### src/rtl/ccs_defs.svh
// Purpose: offsets, field positions and reset values of the cascade select block
// Assumes: 32-bit register bus, one aligned word per register
// Notes:   included by bare name
`ifndef CCS_DEFS_SVH
`define CCS_DEFS_SVH

// ****************************************************************
// register offsets
// ****************************************************************
`define CCS_OFF_CTRL       8'h00
`define CCS_OFF_TSEL       8'h04
`define CCS_OFF_PAGE       8'h08
`define CCS_OFF_STATUS     8'h0C

// ****************************************************************
// control fields, shared by the bus and by host control writes
// ****************************************************************
`define CCS_CTRL_ENH       0
`define CCS_CTRL_MF_EN     1
`define CCS_CTRL_CMP_MASK  2
`define CCS_CTRL_RESET     3'h2

// ****************************************************************
// status fields
// ****************************************************************
`define CCS_ST_LOCKED      0
`define CCS_ST_TOP         1
`define CCS_ST_FIRST_EMPTY 2
`define CCS_ST_FORCED_FULL 3
`define CCS_ST_IN_CYCLE    4

// ****************************************************************
// select values
// ****************************************************************
`define CCS_TSEL_ALL       16'hFFFF
`define CCS_TSEL_RESET     16'hFFFF
`define CCS_PAGE_RESET     16'h0000

`endif

### src/rtl/ccs_pkg.sv
// Purpose: types shared by the cascade select block
// Assumes: nothing
// Notes:   constants live in ccs_defs.svh
package ccs_pkg;

  // host operation, already decoded from the instruction stream
  typedef enum logic [3:0] {
    CCS_OP_NONE       = 4'h0,
    CCS_OP_TSEL_WR    = 4'h1,
    CCS_OP_PAGE_WR    = 4'h2,
    CCS_OP_FORCE_FULL = 4'h3,
    CCS_OP_CTRL_WR    = 4'h4,
    CCS_OP_SOFT_RESET = 4'h5,
    CCS_OP_MOVE       = 4'h6,
    CCS_OP_VBC        = 4'h7,
    CCS_OP_CMP        = 4'h8,
    CCS_OP_NF_TARGET  = 4'h9,
    CCS_OP_CMPD_WR    = 4'hA,
    CCS_OP_OTHER      = 4'hB
  } ccs_op_t;

  typedef enum logic [1:0] {
    CCS_LOC_OTHER = 2'h0,
    CCS_LOC_NF    = 2'h1,
    CCS_LOC_HM    = 2'h2
  } ccs_loc_t;

  typedef enum logic [1:0] {
    CCS_COND_VALID  = 2'h0,
    CCS_COND_RANDOM = 2'h1,
    CCS_COND_SKIP   = 2'h2,
    CCS_COND_EMPTY  = 2'h3
  } ccs_cond_t;

  typedef struct packed {
    logic      is_cmd;
    logic      is_write;
    ccs_op_t   op;
    ccs_loc_t  loc;
    ccs_cond_t cond;
    logic      seg_end;
    logic      set_valid;
    logic [15:0] data;
  } ccs_cycle_t;

  typedef struct packed {
    ccs_cond_t cond;
    logic      mask_all;
    logic      use_ctrl_mask;
  } ccs_compare_t;

  typedef enum logic [1:0] {
    CCS_ST_IDLE   = 2'b01,
    CCS_ST_ACTIVE = 2'b10
  } ccs_frame_state_t;

endpackage

### src/rtl/ccs_frame.sv
// Purpose: frames host cycles on the cycle strobe and keeps the lock state
// Assumes: strobe and chain enable are synchronous to clock_i
// Notes:   lock state only moves on the rising strobe edge
`timescale 1ns/100ps
`default_nettype none
module ccs_frame (
  input  wire logic               clock_i,
  input  wire logic               rst_i,
  input  wire logic               strobe_n_i,
  input  wire logic               chain_enable_n_i,
  input  wire ccs_pkg::ccs_cycle_t cycle_i,
  output logic                    start_o,
  output logic                    end_o,
  output logic                    in_cycle_o,
  output ccs_pkg::ccs_cycle_t     cycle_o,
  output logic                    lock_o
);
  ccs_pkg::ccs_frame_state_t state;
  logic                      strobe_q;
  logic                      ec_latched;

  assign start_o    = strobe_q & ~strobe_n_i;
  assign end_o      = ~strobe_q & strobe_n_i;
  assign in_cycle_o = (state == ccs_pkg::CCS_ST_ACTIVE);

  always_ff @(posedge clock_i) begin
    if (rst_i) begin
      strobe_q <= 1'b1;
    end else begin
      strobe_q <= strobe_n_i;
    end
  end

  always_ff @(posedge clock_i) begin
    if (rst_i) begin
      state <= ccs_pkg::CCS_ST_IDLE;
    end else begin
      case (state)
        ccs_pkg::CCS_ST_IDLE: begin
          if (start_o) begin
            state <= ccs_pkg::CCS_ST_ACTIVE;
          end
        end
        ccs_pkg::CCS_ST_ACTIVE: begin
          if (end_o) begin
            state <= ccs_pkg::CCS_ST_IDLE;
          end
        end
        default: begin
          state <= ccs_pkg::CCS_ST_IDLE;
        end
      endcase
    end
  end

  // falling edge latches chain enable and the cycle, rising edge locks
  always_ff @(posedge clock_i) begin
    if (rst_i) begin
      ec_latched <= 1'b1;
      cycle_o    <= '0;
      lock_o     <= 1'b0;
    end else begin
      if (start_o) begin
        ec_latched <= chain_enable_n_i; // [RULE18]
        cycle_o    <= cycle_i;
      end
      if (end_o) begin
        lock_o <= ~ec_latched; // [RULE18]
      end
    end
  end
endmodule
`default_nettype wire

### src/rtl/ccs_select.sv
// Purpose: device select, chain lock and compare trigger of one cascaded CAM
// Assumes: host cycle already decoded into ccs_cycle_t; registers on AHB-Lite
// Notes:   zero wait state slave, response always OKAY
//
// What this block does
// [RULE1] a target-select write is taken by every device, locked or not
// [RULE2] page writes and force-full only where full-in low and full-out high
// [RULE3] match-out disabled forces internal local match high, no top-match case
// [RULE4] next-free moves and destination writes refused when full-in high or full
// [RULE5] command read after target-next-free answered only by first-empty device; the block does so only while locked
// [RULE6] enhanced locked: top-match moves, validity changes, writes only in top device
// [RULE7] standard no-match keeps data outputs off; host unlocks with idle cycle
// [RULE8] enhanced mode takes writes after a miss without unlocking first
// [RULE9] comparand or mask write at segment end compares against valid locations
// [RULE10] control write other than soft reset runs a compare
// [RULE11] forced compare against empty masks all 64 data bits
// [RULE12] other forced compares use only the control-selected mask
// [RULE13] target-select all ones lets every device take command and data writes
// [RULE14] host picks one device by page identity, restores all ones afterwards
// [RULE15] only the highest-priority matching device acts on top-match location
// [RULE16] chain outputs of last device report full and match of whole string
// [RULE17] standard locked: only match-in high, match-out low device answers
// [RULE18] chain enable latched at strobe fall, lock state set at strobe rise
// [RULE19] first low chain-enable cycle goes to all; later cycles stay locked
// [RULE20] standard unlocking cycle acts only in top-match device, else just unlocks; enhanced also takes writes elsewhere
// [RULE21] enhanced locked: writes everywhere, no reads, next-free only first-empty
// [RULE22] move comparand to next free with valid marks the new entry valid
// [RULE23] target-select all ones refuses reads except in the matching device
// [RULE24] unlocked device selected by neither value ignores every cycle but target-select, page and force-full writes
`timescale 1ns/100ps
`default_nettype none
`include "ccs_defs.svh"
module ccs_select #(
  parameter int DATA_W = 16
) (
  input  wire logic                 clock_i,
  input  wire logic                 rst_i,
  // host cycle port
  input  wire logic                 strobe_n_i,
  input  wire logic                 chain_enable_n_i,
  input  wire ccs_pkg::ccs_cycle_t  cycle_i,
  // chain flags
  input  wire logic                 match_chain_in_n_i,
  input  wire logic                 full_chain_in_n_i,
  input  wire logic                 local_match_flag_n_i,
  input  wire logic                 local_full_i,
  output logic                      match_chain_out_n_o,
  output logic                      full_chain_out_n_o,
  // towards the array
  output logic                      exec_o,
  output ccs_pkg::ccs_cycle_t       exec_cycle_o,
  output logic                      mark_valid_o,
  output logic                      compare_start_o,
  output ccs_pkg::ccs_compare_t     compare_o,
  output logic                      data_out_en_n_o,
  // AHB-Lite slave
  input  wire logic                 hsel_i,
  input  wire logic [7:0]           haddr_i,
  input  wire logic [1:0]           htrans_i,
  input  wire logic                 hwrite_i,
  input  wire logic [2:0]           hsize_i,
  input  wire logic [31:0]          hwdata_i,
  input  wire logic                 hready_i,
  output logic                      hreadyout_o,
  output logic                      hresp_o,
  output logic [31:0]               hrdata_o
);

  // ****************************************************************
  // elaboration check
  // ****************************************************************
  if (DATA_W != 16) begin : g_bad_width
    $error("ccs_select: host data path must be 16 bits");
  end

  // ****************************************************************
  // framing and lock state
  // ****************************************************************
  logic                start;
  logic                cyc_end;
  logic                in_cycle;
  logic                locked;
  ccs_pkg::ccs_cycle_t cyc;

  ccs_frame u_frame (
    .clock_i          (clock_i),
    .rst_i            (rst_i),
    .strobe_n_i       (strobe_n_i),
    .chain_enable_n_i (chain_enable_n_i),
    .cycle_i          (cycle_i),
    .start_o          (start),
    .end_o            (cyc_end),
    .in_cycle_o       (in_cycle),
    .cycle_o          (cyc),
    .lock_o           (locked)
  );

  // ****************************************************************
  // registers
  // ****************************************************************
  logic [2:0]  ctrl;
  logic [15:0] target_select_reg;
  logic [15:0] page_identity_reg;
  logic        forced_full;
  logic        nf_read_armed;

  logic enhanced;
  logic mf_enable;
  assign enhanced  = ctrl[`CCS_CTRL_ENH];
  assign mf_enable = ctrl[`CCS_CTRL_MF_EN];

  // ****************************************************************
  // chain flags
  // ****************************************************************
  logic ma_int_n;
  logic full_here;
  logic top_match;
  logic first_empty;

  assign ma_int_n    = local_match_flag_n_i | ~mf_enable; // [RULE3]
  assign full_here   = local_full_i | forced_full;
  // low-active outputs merge this device into the string state
  assign match_chain_out_n_o = match_chain_in_n_i & ma_int_n; // [RULE16]
  assign full_chain_out_n_o  = full_chain_in_n_i | ~full_here; // [RULE16]
  assign top_match   = match_chain_in_n_i & ~ma_int_n; // [RULE15]
  assign first_empty = ~full_chain_in_n_i & full_chain_out_n_o;

  // ****************************************************************
  // select decision
  // ****************************************************************
  // next-free work only in the first empty device of the string
  function automatic logic nf_blocked(input ccs_pkg::ccs_cycle_t c, input logic fe);
    nf_blocked = (c.loc == ccs_pkg::CCS_LOC_NF) &&
                 ((c.op == ccs_pkg::CCS_OP_MOVE) || !c.is_cmd) && !fe;
  endfunction

  // top-match moves, validity changes and destination writes
  function automatic logic hm_op(input ccs_pkg::ccs_cycle_t c);
    hm_op = (c.loc == ccs_pkg::CCS_LOC_HM) &&
            ((c.op == ccs_pkg::CCS_OP_MOVE) || (c.op == ccs_pkg::CCS_OP_VBC) || !c.is_cmd);
  endfunction

  logic accept;
  logic tsel_all;
  logic tsel_me;

  assign tsel_all = (target_select_reg == `CCS_TSEL_ALL);
  assign tsel_me  = (target_select_reg == page_identity_reg);

  always_comb begin
    accept = 1'b0;
    if (cyc.is_cmd && cyc.is_write && (cyc.op == ccs_pkg::CCS_OP_TSEL_WR)) begin
      accept = 1'b1; // [RULE1]
    end else if (cyc.is_cmd && cyc.is_write &&
                 ((cyc.op == ccs_pkg::CCS_OP_PAGE_WR) ||
                  (cyc.op == ccs_pkg::CCS_OP_FORCE_FULL))) begin
      accept = first_empty; // [RULE2]
    end else if (!locked) begin
      if (tsel_me) begin
        accept = 1'b1; // [RULE14]
      end else if (tsel_all) begin
        // global writes, reads only from the device that holds the match
        accept = cyc.is_write | top_match; // [RULE13] [RULE23] [RULE19]
      end else begin
        accept = 1'b0; // [RULE24]
      end
    end else if (cyc.is_cmd && !cyc.is_write && nf_read_armed) begin
      accept = first_empty; // [RULE5]
    end else if (top_match) begin
      // also covers the unlocking cycle: in standard mode only the top device acts
      accept = 1'b1; // [RULE17] [RULE20]
    end else if (enhanced) begin
      accept = cyc.is_write && !hm_op(cyc); // [RULE21] [RULE6] [RULE8]
    end else begin
      accept = 1'b0; // [RULE17] [RULE7]
    end
    if (cyc.is_write && nf_blocked(cyc, first_empty)) begin
      accept = 1'b0; // [RULE4] [RULE21]
    end
  end

  // ****************************************************************
  // execution strobe, one cycle after the strobe fall
  // ****************************************************************
  logic start_q;

  always_ff @(posedge clock_i) begin
    if (rst_i) begin
      start_q <= 1'b0;
    end else begin
      start_q <= start;
    end
  end

  logic exec_now;
  assign exec_now = start_q & accept;

  always_ff @(posedge clock_i) begin
    if (rst_i) begin
      exec_o       <= 1'b0;
      exec_cycle_o <= '0;
      mark_valid_o <= 1'b0;
    end else begin
      exec_o       <= exec_now;
      if (exec_now) begin
        exec_cycle_o <= cyc;
      end
      mark_valid_o <= exec_now && (cyc.op == ccs_pkg::CCS_OP_MOVE) &&
                      (cyc.loc == ccs_pkg::CCS_LOC_NF) && cyc.set_valid; // [RULE22]
    end
  end

  // output buffers stay off unless this device answers a read
  always_ff @(posedge clock_i) begin
    if (rst_i) begin
      data_out_en_n_o <= 1'b1;
    end else if (exec_now && !cyc.is_write) begin
      data_out_en_n_o <= 1'b0;
    end else if (cyc_end || !in_cycle) begin
      data_out_en_n_o <= 1'b1; // [RULE7]
    end
  end

  // a command read right after a target-next-free is routed by the full chain while locked
  always_ff @(posedge clock_i) begin
    if (rst_i) begin
      nf_read_armed <= 1'b0;
    end else if (exec_now) begin
      nf_read_armed <= cyc.is_cmd && cyc.is_write &&
                       (cyc.op == ccs_pkg::CCS_OP_NF_TARGET); // [RULE5]
    end else if (start_q) begin
      nf_read_armed <= 1'b0;
    end
  end

  // ****************************************************************
  // compare trigger
  // ****************************************************************
  always_ff @(posedge clock_i) begin
    if (rst_i) begin
      compare_start_o <= 1'b0;
      compare_o       <= '0;
    end else begin
      compare_start_o <= 1'b0;
      if (exec_now && cyc.is_write) begin
        if (!cyc.is_cmd && (cyc.op == ccs_pkg::CCS_OP_CMPD_WR) && cyc.seg_end) begin
          compare_start_o         <= 1'b1; // [RULE9]
          compare_o.cond          <= ccs_pkg::CCS_COND_VALID;
          compare_o.mask_all      <= 1'b0;
          compare_o.use_ctrl_mask <= ctrl[`CCS_CTRL_CMP_MASK];
        end else if (cyc.is_cmd && (cyc.op == ccs_pkg::CCS_OP_CTRL_WR)) begin
          // compare runs with the settings just written
          compare_start_o         <= 1'b1; // [RULE10]
          compare_o.cond          <= ccs_pkg::CCS_COND_VALID;
          compare_o.mask_all      <= 1'b0;
          compare_o.use_ctrl_mask <= cyc.data[`CCS_CTRL_CMP_MASK];
        end else if (cyc.is_cmd && (cyc.op == ccs_pkg::CCS_OP_CMP)) begin
          compare_start_o         <= 1'b1;
          compare_o.cond          <= cyc.cond;
          if (cyc.cond == ccs_pkg::CCS_COND_EMPTY) begin
            compare_o.mask_all      <= 1'b1; // [RULE11]
            compare_o.use_ctrl_mask <= 1'b0;
          end else begin
            compare_o.mask_all      <= 1'b0; // [RULE12]
            compare_o.use_ctrl_mask <= ctrl[`CCS_CTRL_CMP_MASK];
          end
        end
      end
    end
  end

  // ****************************************************************
  // AHB-Lite slave: address phase captured, data phase completes
  // ****************************************************************
  logic       wr_pend;
  logic [7:0] wr_addr;

  assign hreadyout_o = 1'b1;
  assign hresp_o     = 1'b0;

  logic take;
  assign take = hsel_i & hready_i & htrans_i[1];

  logic bus_wr;
  assign bus_wr = wr_pend;

  always_ff @(posedge clock_i) begin
    if (rst_i) begin
      wr_pend <= 1'b0;
      wr_addr <= 8'h00;
    end else begin
      wr_pend <= take & hwrite_i & (hsize_i == 3'h2);
      wr_addr <= haddr_i;
    end
  end

  // read data registered at the address phase so it stands in the data phase
  always_ff @(posedge clock_i) begin
    if (rst_i) begin
      hrdata_o <= 32'h0000_0000;
    end else if (take && !hwrite_i) begin
      if (haddr_i == `CCS_OFF_CTRL) begin
        hrdata_o <= {29'h0000_0000, ctrl};
      end else if (haddr_i == `CCS_OFF_TSEL) begin
        hrdata_o <= {16'h0000, target_select_reg};
      end else if (haddr_i == `CCS_OFF_PAGE) begin
        hrdata_o <= {16'h0000, page_identity_reg};
      end else if (haddr_i == `CCS_OFF_STATUS) begin
        hrdata_o <= {27'h0000_000, in_cycle, forced_full, first_empty, top_match, locked};
      end else begin
        hrdata_o <= 32'h0000_0000;
      end
    end
  end

  // ****************************************************************
  // register updates: bus writes and accepted host commands
  // ****************************************************************
  logic host_cmd_wr;
  assign host_cmd_wr = exec_now & cyc.is_cmd & cyc.is_write;

  always_ff @(posedge clock_i) begin
    if (rst_i) begin
      ctrl <= `CCS_CTRL_RESET;
    end else if (host_cmd_wr && (cyc.op == ccs_pkg::CCS_OP_SOFT_RESET)) begin
      ctrl <= `CCS_CTRL_RESET;
    end else if (host_cmd_wr && (cyc.op == ccs_pkg::CCS_OP_CTRL_WR)) begin
      ctrl <= cyc.data[2:0];
    end else if (bus_wr && (wr_addr == `CCS_OFF_CTRL)) begin
      ctrl <= hwdata_i[2:0];
    end
  end

  always_ff @(posedge clock_i) begin
    if (rst_i) begin
      target_select_reg <= `CCS_TSEL_RESET;
    end else if (host_cmd_wr && (cyc.op == ccs_pkg::CCS_OP_TSEL_WR)) begin
      target_select_reg <= cyc.data; // [RULE1]
    end else if (bus_wr && (wr_addr == `CCS_OFF_TSEL)) begin
      target_select_reg <= hwdata_i[15:0];
    end
  end

  // page identity survives a soft reset; bus can only read it
  always_ff @(posedge clock_i) begin
    if (rst_i) begin
      page_identity_reg <= `CCS_PAGE_RESET;
    end else if (host_cmd_wr && (cyc.op == ccs_pkg::CCS_OP_PAGE_WR)) begin
      page_identity_reg <= cyc.data; // [RULE2]
    end
  end

  always_ff @(posedge clock_i) begin
    if (rst_i) begin
      forced_full <= 1'b0;
    end else if (host_cmd_wr && (cyc.op == ccs_pkg::CCS_OP_FORCE_FULL)) begin
      forced_full <= 1'b1; // [RULE2]
    end else if (host_cmd_wr && (cyc.op == ccs_pkg::CCS_OP_SOFT_RESET)) begin
      forced_full <= 1'b0;
    end
  end

endmodule
`default_nettype wire

### config.mk
export PLATFORM = sky130hd
export DESIGN_NAME = ccs_select
export DESIGN_NICKNAME = d
export VERILOG_FILES = /design/src/rtl/ccs_pkg.sv /design/src/rtl/ccs_frame.sv /design/src/rtl/ccs_select.sv
export VERILOG_INCLUDE_DIRS = /design/src /design/src/rtl
export SDC_FILE = /design/constraint.sdc
export NUM_CORES = 1
export LEC_CHECK = 0
export ABC_AREA = 1
export BUFFER_PORTS_ARGS = -buffer_cell sky130_fd_sc_hd__buf_2
export CORE_ASPECT_RATIO = 1.2
export CORE_MARGIN = 2
export CORE_UTILIZATION = 25
export DETAILED_ROUTE_END_ITERATION = 6
export PLACE_DENSITY = 0.47
export SYNTH_ARGS = -nofsm -noshare
export SYNTH_HDL_FRONTEND = slang
export SYNTH_SLANG_ARGS = --single-unit
### constraint.sdc
create_clock -name clock_i -period 1.65 [get_ports clock_i]
set_input_delay 0.33 -clock clock_i [delete_from_list [all_inputs] [get_ports clock_i]]
set_output_delay 0.33 -clock clock_i [all_outputs]
set_load 0.1 [all_outputs]
==> results of run 1 <==
## final timing paths
kind / startpoint / endpoint / slack, ns / depth (start not counted)
max: page_identity_reg[5] / page_identity_reg[4] / -0.24 / 15
min: hsize_i[2] / bus_wr / 0.07 / 2
max reg2reg: page_identity_reg[5] / page_identity_reg[4] / -0.24 / 15
min reg2reg: u_frame.ec_latched / u_frame.lock_o / 0.44 / 1
## metrics by stage
stage	hold slack, ns	power [mW]	setup TNS [ns]	cell area [um^2]	worst slack, ns
CTS	0.0495	8.60	-13.27	8600	-0.231
global route	0.0633	8.86	-23.67	8910	-0.386
detailed placement	0.423	4.67	-19.49	7630	-0.353
global placement	0.420	4.67	-17.86	7630	-0.358
floorplan	0.405	4.29	-2.10	5990	-0.0940
finish	0.0711	8.56	-13.42	8910	-0.244
## worst max-delay path: stages, from the launching register on
cell	delay, ns
dfxtp_1	0.33
inv_1	0.05
nand2_1	0.05
nand2_1	0.06
nor2_2	0.13
nand2_1	0.09
nor2_1	0.09
nand2_1	0.09
nand2_1	0.09
nand3_2	0.08
nand2_4	0.08
nand2_4	0.07
inv_6	0.09
buf_12	0.16
nand2_8	0.11
a211oi_4	0.22
## power by group through the flow
stage                     sequential (mW)  clock [mW]  combinational [mW]
final                                3.43        3.86                1.28
after global routing                 3.44        4.05                1.36
after CTS                            3.42        3.93                1.25
after detailed placement             3.48           0                1.20
after global placement               3.48           0                1.19
after floorplan                      3.73           0               0.556
## cell usage after synthesis, types with 3 or more instances
cell	n
nand2_1	155
dfxtp_1	132
nor2_1	131
inv_1	90
o21ai_0	68
nand3_1	40
a21oi_1	36
clkbuf_1	24
nor3_1	21
buf_4	20
a211oi_1	17
o21ai_1	16
o22ai_1	14
o211ai_1	13
nor4_1	6
buf_6	5
buf_2	4
nand2_4	4
nand4_1	4
a31oi_1	3
## per-layer routing
layer | vias to the layer above | GRT usage [%]
met2 | 141 | 29.0
met5 | - | 0
met1 | 2817 | 20.9
met4 | 0 | 7.25
li1 | 3101 | -
met3 | 26 | 3.20
## cell families after synthesis
group           Yosys count  share of synthesized area (%)
buf+inv                 148                           11.6
other cells               2                          0.128
flops                   132                           45.2
compound gates          174                           16.9
simple gates            366                           26.2
## placed cells by master, fill, tap and decap left out, drive strengths merged
master    count
buf         238
nand2       161
nor2        132
dfxtp       132
inv          98
o21ai        84
nand3        40
a21oi        36
nor3         21
clkbuf       19
conb         18
a211oi       17
o22ai        14
o211ai       13
nor4          7
clkinvlp      5
nand4         4
a31oi         3
or2           2
o221ai        2
clkinv        2
bufinv        2
o31ai         2
a21boi        1
o21bai        1
o2111ai       1
## repair_timing
item	4_1_cts	5_1_grt
resized for setup	120	67
buffers inserted	2	2
endpoints found under the setup margin	73	74
endpoints found under the hold margin	0	0
gates cloned	1	1
pin swaps	14	18
## cell type report
| cell class | instances | area, um^2 | share of cell area, % |
|---|---|---|---|
| Multi-Input combinational cell | 559 | 3160 | 35.5 |
| Sequential cell | 132 | 2670 | 30.0 |
| Timing Repair Buffer | 240 | 1730 | 19.4 |
| Clock buffer | 17 | 425 | 4.78 |
| Tap cell | 315 | 394 | 4.42 |
| Inverter | 92 | 355 | 3.99 |
| Clock inverter | 15 | 170 | 1.91 |
==> impl_results.rst, run 1 <==
.. list-table::
   :header-rows: 1

   * - Metric
     - Value
   * - Outcome
     - complete, but fails checks
   * - Violations in the final reports
     - setup timing
   * - Total number of yosys warnings
     - 0
   * - Area delta synth->final
     - 52.3%
   * - Flip-flop and latch count after synthesis
     - 132
   * - Reported net switching power
     - 2.65 mW
   * - Initial DRC count
     - 345
   * - Total wire length
     - 20600 um
   * - Sink count of the clock tree
     - 132
   * - Clk pin slew, worst setup/hold paths
     - 0.06 ns
   * - Top layer used by detailed routing
     - met4
   * - Sequential share of power
     - 40.0%
   * - Net total in the final layout
     - 1126
   * - Full die area
     - 0.0246 mm^2
   * - Number of placement rows
     - 61
   * - Clock tree from TritonCTS
     - built
   * - DIE HEIGHT
     - 172 um
   * - Remaining routing DRC violations
     - 0
   * - GR Util All Layers
     - 17.0%
   * - Utilization after layout
     - 38.6%
   * - Switching portion of total power
     - 31.0%
   * - Biggest area consumer among synthesized cells
     - dfxtp_1
   * - Classification of the worst-slack hold path
     - in2reg
   * - Clock share of power
     - 45.1%
   * - Met1 routed wirelength after detailed routing
     - 9030 um
   * - Required time reported for the critical path endpoint
     - 1.98 ns
   * - Met3 Routed Length
     - 902 um
   * - Synth Instances
     - 822
   * - Routed vias
     - 6085
   * - Unrepaired setup endpoints after global routing
     - true
   * - Pleak
     - 4.11 nW
   * - Registers with the most flip-flops
     - exec_cycle_o x28, u_frame.cycle_o x28
   * - Max Root-Sink Buffers
     - 2
   * - Number of diodes
     - 0
   * - Time the worst path needs with I/O delays and setup
     - 1.89 ns
   * - Kind of critical path
     - reg2reg
   * - Number of I/O port buffers
     - 120
   * - Internal Dissipation
     - 5.91 mW
   * - Area share of the largest cell type after synthesis
     - 45.2%
   * - Data arrival time of the critical path
     - 2.23 ns
   * - Insertion delay to the later sink of the worst-skew pair
     - 0.43 ns
   * - Number of primary I/O pins
     - 156
   * - Vias in the first global route
     - 5867
   * - Most common flop cell mapped by yosys
     - dfxtp_1
   * - Placed Instances
     - 1332
   * - Avg Synthesized Cell Area
     - 7.12 um^2
   * - Worst setup skew after layout
     - 0.0159 ns
   * - CTS H-Tree Depth
     - 4
   * - Global-route wire length before repair
     - 31900 um
   * - Proportion of register bits with asynchronous set or reset after synthesis
     - 0%
   * - Filler cells
     - 2472
   * - Crit-path max FO
     - 8
   * - Setup crit end kind
     - flop
   * - Synth top area cells
     - dfxtp_1 (45%), nand2_1 (9.9%), nor2_1 (8.4%)
   * - Clk root buf
     - clkbuf_16
   * - Number of enable-type register cells in the synthesized netlist
     - 0
   * - Final Worst Setup Slack
     - -0.244 ns
   * - Final Setup Violations
     - 73
   * - Gpl congestion
     - 0.827
   * - Worst VDD drop
     - 0.722 mV
   * - Half-perimeter wire length after detailed placement
     - 15000 um
   * - Number of buffers inserted during clock tree synthesis
     - 17
   * - DRT Pass-1 Iters
     - 4
   * - Initial cell density of the core
     - 25.4%
   * - Core area
     - 0.0230 mm^2
   * - Max-capacitance violation count
     - 0
   * - Crit path launch type
     - flop
   * - Number of distinct library cell variants in the gate-level netlist after synthesis
     - 34
   * - Largest net degree at the start of global routing
     - 61
   * - Hold Violations, Final
     - 0
   * - Antenna viol nets, final
     - 0
   * - Mean routed wirelength per cell
     - 15.0 um
   * - Number of vias per cell
     - 4.44
   * - Width of the die
     - 144 um
   * - Combinational cell fraction of total power
     - 14.9%
   * - Fraction of the yosys area taken by sequential cells
     - 45.2%
   * - Met2 WL
     - 10200 um
   * - Count of final max-slew check failures
     - 0
   * - Layout cells sized above 1
     - 39.3%
   * - Max Freq
     - 528 MHz
   * - Final clock period utilization by the worst path
     - 115%
   * - Cell Count, Final, Fillers Out
     - 1370
   * - Initial antenna violation count
     - 0
   * - Mapped cell area
     - 0.00585 mm^2
   * - Power per unit of standard cell area
     - 961 mW/mm^2
   * - Post-cts hold buffer count
     - 0
   * - GR Overflow Total
     - 0
No activity file was read; power rests on OpenSTA's default activity.
==> run 2, diff against run 1 <==
- PLACE_DENSITY: 0.47 -> 0.46
- clock period: 1.65 -> 2.4 ns (I/O delays scaled with it)
==> impl_results.rst, run 2 (synthesized netlist as in run 1, its figures left out) <==
.. list-table::
   :header-rows: 1

   * - Metric
     - Value
   * - Number of vias per cell
     - 4.39
   * - Worst VDD drop
     - 0.492 mV
   * - Unrepaired setup endpoints after global routing
     - false
   * - Full die area
     - 0.0246 mm^2
   * - Commonest non-fill, non-tap cell in the layout
     - nand2_1
   * - Filler cells
     - 2569
   * - DIE HEIGHT
     - 172 um
   * - Registers with the most flip-flops
     - exec_cycle_o x28, u_frame.cycle_o x28
   * - Setup crit end kind
     - flop
   * - Crit path largest cell delay
     - 0.56 ns
   * - GR Util All Layers
     - 16.0%
   * - Initial cell density of the core
     - 25.4%
   * - Half-perimeter wire length after detailed placement
     - 13900 um
   * - Post-placement setup slack
     - 0.154 ns
   * - Number of I/O port buffers
     - 120
   * - Utilization after layout
     - 32.4%
   * - Pleak
     - 3.53 nW
   * - Insertion delay to the later sink of the worst-skew pair
     - 0.42 ns
   * - Antenna viol nets, final
     - 0
   * - Classification of the worst-slack hold path
     - in2reg
   * - Layout cells sized above 1
     - 19.8%
   * - Area taken by flip-flops and latches
     - 0.00264 mm^2
   * - Net total in the final layout
     - 1029
   * - Crit-path max FO
     - 11
   * - Kind of critical path
     - reg2reg
   * - Total Neg Setup Slack
     - 0 ns
   * - Clk pin slew, worst setup/hold paths
     - 0.06 ns
   * - Power per unit of standard cell area
     - 787 mW/mm^2
   * - Crit path launch type
     - flop
   * - Width of the die
     - 144 um
   * - Initial antenna violation count
     - 1
   * - Global routing usage on met2
     - 26.9%
   * - Post-cts hold buffer count
     - 0
   * - Core area
     - 0.0230 mm^2
   * - Number of buffers and inverters on the critical path
     - 3
   * - Slew at the pin with the worst max-slew slack
     - 0.612 ns
   * - Initial DRC count
     - 249
   * - Commonest non-fill, non-tap cells in the layout
     - nand2_1 (155), dfxtp_1 (132), nor2_1 (131)
   * - Final Worst Setup Slack
     - 0.267 ns
   * - Time the worst path needs with I/O delays and setup
     - 2.13 ns
   * - Number of diodes
     - 0
   * - Gpl congestion
     - 0.825
   * - Max Root-Sink Buffers
     - 2
   * - Global Route met1 Usage
     - 20.1%
   * - Global-route wire length before repair
     - 29900 um
   * - List of cells traversed by the critical path
     - nand2_1 -> nor2_1 -> inv_1 -> a21oi_1 -> a31oi_1 -> nand2_4 -> inv_6 -> nand2_4 -> buf_4 -> nand2_1 -> o21ai_1 -> o211ai_1
   * - Met3 global-route usage
     - 3.81%
   * - Max Freq
     - 469 MHz
   * - DRT Pass-1 Iters
     - 4
   * - Count of final max-slew check failures
     - 0
   * - Required time reported for the critical path endpoint
     - 2.69 ns
   * - Most Crowded Layer GR
     - met2
   * - Number of buffers inserted during clock tree synthesis
     - 17
   * - Number of placement rows
     - 61
   * - Area of combinational cells with multiple inputs
     - 0.00261 mm^2
   * - Area delta synth->final
     - 27.5%
   * - Final clock period utilization by the worst path
     - 88.9%
   * - Clk root buf
     - clkbuf_16
   * - Vias in the first global route
     - 5456
   * - Clock tree from TritonCTS
     - built
   * - Max_slew headroom
     - 59.2%
   * - Worst setup skew after layout
     - 0.00825 ns
   * - Total wire length
     - 19100 um
   * - GR Overflow Total
     - 0
   * - Hold Violations, Final
     - 0
   * - CTS H-Tree Depth
     - 4
   * - Number of primary I/O pins
     - 156
   * - Slowest CP cell
     - dfxtp_1
   * - Outcome
     - finished clean
   * - Routed vias
     - 5591
   * - Final Setup Violations
     - 0
   * - Data arrival time of the critical path
     - 2.42 ns
   * - Remaining routing DRC violations
     - 0
   * - Largest net degree at the start of global routing
     - 71
   * - Max-capacitance violation count
     - 0
   * - Cell family with most CP delay
     - simple AND/OR/NAND/NOR gates
   * - Mean routed wirelength per cell
     - 15.0 um
   * - Sink count of the clock tree
     - 132
-- run 2: cell types whose count changed in the layout (fill, tap and decap cells not counted), sizes merged --
| cell | previous run | this run |
|---|---|---|
| buf | 238 | 144 |
| bufinv | 2 | 4 |
| clkbuf | 19 | 20 |
| clkinv | 2 | 5 |
| clkinvlp | 5 | 3 |
| inv | 98 | 92 |
| nand2 | 161 | 160 |
-- run 2: path summary, 6_finish.rpt --
path | slack [ns] | start | endpoint | depth (start not counted)
min | 0.22 | hsize_i[2] | bus_wr | 2
min reg2reg | 0.43 | u_frame.ec_latched | u_frame.lock_o | 1
max reg2reg | 0.27 | u_frame.cycle_o[23] | target_select_reg[14] | 12
max | 0.27 | u_frame.cycle_o[23] | target_select_reg[14] | 12
-- run 2: stage by stage --
step	hold slack, ns	cell area (um^2)	total power, mW	instances
4_1_cts	0.202	7450	5.93	1273
3_3_place_gp	0.421	6820	3.12	1241
2_1_floorplan	0.406	5910	2.93	838
6_report	0.218	7460	5.87	1273
5_1_grt	0.211	7460	6.09	1273
3_5_place_dp	0.423	6820	3.12	1241
-- run 2: timing repair --
item                                    in CTS  in global routing
hold endpoints to repair                     0                  0
buffers inserted                             0                  0
resized for setup                            0                  1
endpoints found under the setup margin       0                  3
-- run 2: worst register-to-register path, delay by kind of cell (launching register included) --
family / cells / cell delay [ns]
buffers and inverters: 3 / 0.31
AO/OA/AOI/OAI: 4 / 0.50
flip-flops: 1 / 0.56
AND/OR/NAND/NOR: 5 / 0.63
-- run 2: routing by layer --
| layer | up-vias | routed length [um] | share of wire (%) |
|---|---|---|---|
| met5 | - | 13 | 0.068 |
| met4 | 2 | 354 | 1.8 |
| met3 | 24 | 897 | 4.7 |
| met2 | 138 | 9100 | 48 |
| met1 | 2536 | 8770 | 46 |
| li1 | 2891 | - | - |
-- run 2: report_power, final --
part | total [mW] | internal, mW | switching, mW
logic | 0.718 | 0.146 | 0.572
registers | 2.35 | 2.27 | 0.0749
clock network | 2.81 | 1.79 | 1.01
-- run 2: final cells by class --
class | instances | share of cell area, %
multi-input cells | 558 | 34.9
inverters | 92 | 4.70
flip-flops and latches | 132 | 35.4
clock inverters | 12 | 2.40
repair buffers | 144 | 11.1
clock buffers | 20 | 6.12
well taps | 315 | 5.28
==> run 3, diff against run 2 <==
- CAP_MARGIN: unset -> 25
- PLACE_DENSITY: 0.46 -> unset
- PLACE_DENSITY_LB_ADDON: unset -> 0.1
- REMOVE_ABC_BUFFERS: unset -> 1
==> impl_results.rst, run 3 (synthesized netlist as in run 1, its figures left out) <==
.. list-table::
   :header-rows: 1

   * - Metric
     - Value
   * - Outcome
     - finished clean
   * - Crit-path max FO
     - 22
   * - Full die area
     - 0.0246 mm^2
   * - Commonest non-fill, non-tap cell in the layout
     - nand2_1
   * - Power per unit of standard cell area
     - 763 mW/mm^2
   * - Final Setup Violations
     - 0
   * - Slowest CP cell
     - dfxtp_1
   * - Crit path launch type
     - flop
   * - Crit Reg-Reg Startpoint
     - u_frame.cycle_o[27]
   * - DRT Pass-1 Iters
     - 4
   * - Registers with the most flip-flops
     - exec_cycle_o x28, u_frame.cycle_o x28
   * - Total Neg Setup Slack
     - 0 ns
   * - Max Root-Sink Buffers
     - 2
   * - Global-route wire length before repair
     - 30300 um
   * - Most common cell on crit path
     - nand2_4
   * - Initial cell density of the core
     - 25.4%
   * - Pleak
     - 3.53 nW
   * - Insertion delay to the later sink of the worst-skew pair
     - 0.43 ns
   * - CTS H-Tree Depth
     - 4
   * - Classification of the worst-slack hold path
     - in2reg
   * - Area delta synth->final
     - 26.9%
   * - Time the worst path needs with I/O delays and setup
     - 2.14 ns
   * - Cell Count, Final, Fillers Out
     - 1278
   * - Worst setup skew after layout
     - 0.00957 ns
   * - Area taken by flip-flops and latches
     - 0.00264 mm^2
   * - Crit path launch
     - u_frame.cycle_o[27]
   * - Remaining routing DRC violations
     - 0
   * - Number of vias per cell
     - 4.33
   * - Vias in the first global route
     - 5380
   * - Number of primary I/O pins
     - 156
   * - Total wire length
     - 19400 um
   * - Final clock period utilization by the worst path
     - 89.1%
   * - Post-CTS repair timing setup buffer count
     - 0
   * - Unrepaired setup endpoints after global routing
     - false
   * - Clock tree from TritonCTS
     - built
   * - Max-capacitance violation count
     - 0
   * - Width of the die
     - 144 um
   * - Clk root buf
     - clkbuf_16
   * - Commonest non-fill, non-tap cells in the layout
     - nand2_1 (155), nor2_1 (131), dfxtp_1 (131)
   * - Half-perimeter wire length after detailed placement
     - 13700 um
   * - Crit path largest cell delay
     - 0.44 ns
   * - Sink count of the clock tree
     - 132
   * - List of cells traversed by the critical path
     - nand2_1 -> nor2_2 -> inv_2 -> nor4_4 -> o21bai_1 -> inv_1 -> nand2_4 -> nand2_4 -> inv_6 -> nand2_4 -> buf_12 -> o21ai_1 -> o211ai_1
   * - Worst setup slack for register-to-register paths
     - 0.26 ns
   * - Slew at the pin with the worst max-slew slack
     - 0.566 ns
   * - DIE HEIGHT
     - 172 um
   * - Setup crit end kind
     - flop
   * - Max Freq
     - 467 MHz
   * - Initial DRC count
     - 213
   * - Mean routed wirelength per cell
     - 15.2 um
   * - Initial antenna violation count
     - 0
   * - Hold Violations, Final
     - 0
   * - Filler cells
     - 2597
   * - Antenna viol nets, final
     - 0
   * - Data arrival time of the critical path
     - 2.44 ns
   * - Layout cells sized above 1
     - 20.4%
   * - Kind of critical path
     - reg2reg
   * - Number of diodes
     - 0
   * - Worst VDD drop
     - 0.449 mV
   * - Largest net degree at the start of global routing
     - 45
   * - Clk pin slew, worst setup/hold paths
     - 0.06 ns
   * - Critical path endpoint
     - target_select_reg[7]
   * - Net total in the final layout
     - 1034
   * - Area of combinational cells with multiple inputs
     - 0.00260 mm^2
   * - Depth of the most critical reg-to-reg path
     - 13
   * - Number of buffers inserted during clock tree synthesis
     - 17
   * - Placed Instances
     - 1246
   * - Cells resized by post-CTS repair
     - 0
   * - Post-cts hold buffer count
     - 0
   * - Count of final max-slew check failures
     - 0
   * - Min Hold Slack
     - 0.211 ns
   * - GR Overflow Total
     - 0
   * - Gpl congestion
     - 0.802
   * - Required time reported for the critical path endpoint
     - 2.70 ns
   * - Core area
     - 0.0230 mm^2
   * - GR Util All Layers
     - 16.4%
   * - Number of placement rows
     - 61
   * - Routed vias
     - 5533
   * - Terminus of the critical flop-to-flop path
     - target_select_reg[7]
   * - Max_slew headroom
     - 62.2%
   * - Number of I/O port buffers
     - 120
run 3: changes by cell type in the layout (fill, tap and decap cells not counted), sizes merged:
| cell | delta |
|---|---|
| buf | +5 |
| bufinv | -2 |
| clkbuf | -3 |
| clkinv | +4 |
| clkinvlp | -1 |
| inv | +2 |
run 3: worst min path at each step:
stage / startpoint / endpoint / slack [ns] / cells past startpoint
CTS: hsize_i[2] / bus_wr / 0.20 / 2
finish: hsize_i[2] / bus_wr / 0.21 / 2
floorplan: u_frame.ec_latched / u_frame.lock_o / 0.41 / 1
global route: hsize_i[2] / bus_wr / 0.20 / 2
detailed placement: u_frame.ec_latched / u_frame.lock_o / 0.43 / 1
global placement: u_frame.ec_latched / u_frame.lock_o / 0.43 / 1
run 3: cell type report:
cell class | instances | share of cell area, %
clock inverters | 15 | 2.11
repair buffers | 149 | 11.5
clock buffers | 17 | 5.73
inverters | 92 | 4.72
flip-flops and latches | 132 | 35.6
well taps | 315 | 5.31
multi-input cells | 558 | 35.0
run 3: critical path: cells and delay by family, from the launching register on:
family / cells / cell delay, ns
compound gates: 3 / 0.39
buf+inv: 4 / 0.43
flops: 1 / 0.44
simple gates: 6 / 0.73
run 3: per-layer routing:
| metal | GRT usage, % | vias to the layer above | share of wire, % | wire length [um] |
|---|---|---|---|---|
| met5 | 0 | - | 0 | 0 |
| met4 | 3.96 | 0 | 0.83 | 161 |
| met3 | 3.54 | 10 | 4.3 | 830 |
| met2 | 28.6 | 116 | 50 | 9760 |
| met1 | 20.5 | 2505 | 45 | 8680 |
| li1 | - | 2902 | - | - |
run 3: per-stage QoR:
step                cell area [um^2]  power [mW]  setup WS, ns  utilization (%)
floorplan                       5580        2.89        -0.762                -
global placement                6840        3.12         0.148             29.7
detailed placement              6840        3.12         0.120             29.7
CTS                             7430        5.75         0.245             32.2
global route                    7430        5.90       0.00493             32.2
finish                          7430        5.67         0.261             32.2
run 3: power breakdown:
group	total (mW)	leakage (nW)	switching (mW)	internal (mW)
Sequential	2.34	1.08	0.0685	2.27
Combinational	0.722	2.17	0.575	0.147
Clock	2.61	0.283	1.07	1.53
Total	5.67	3.53	1.72	3.95
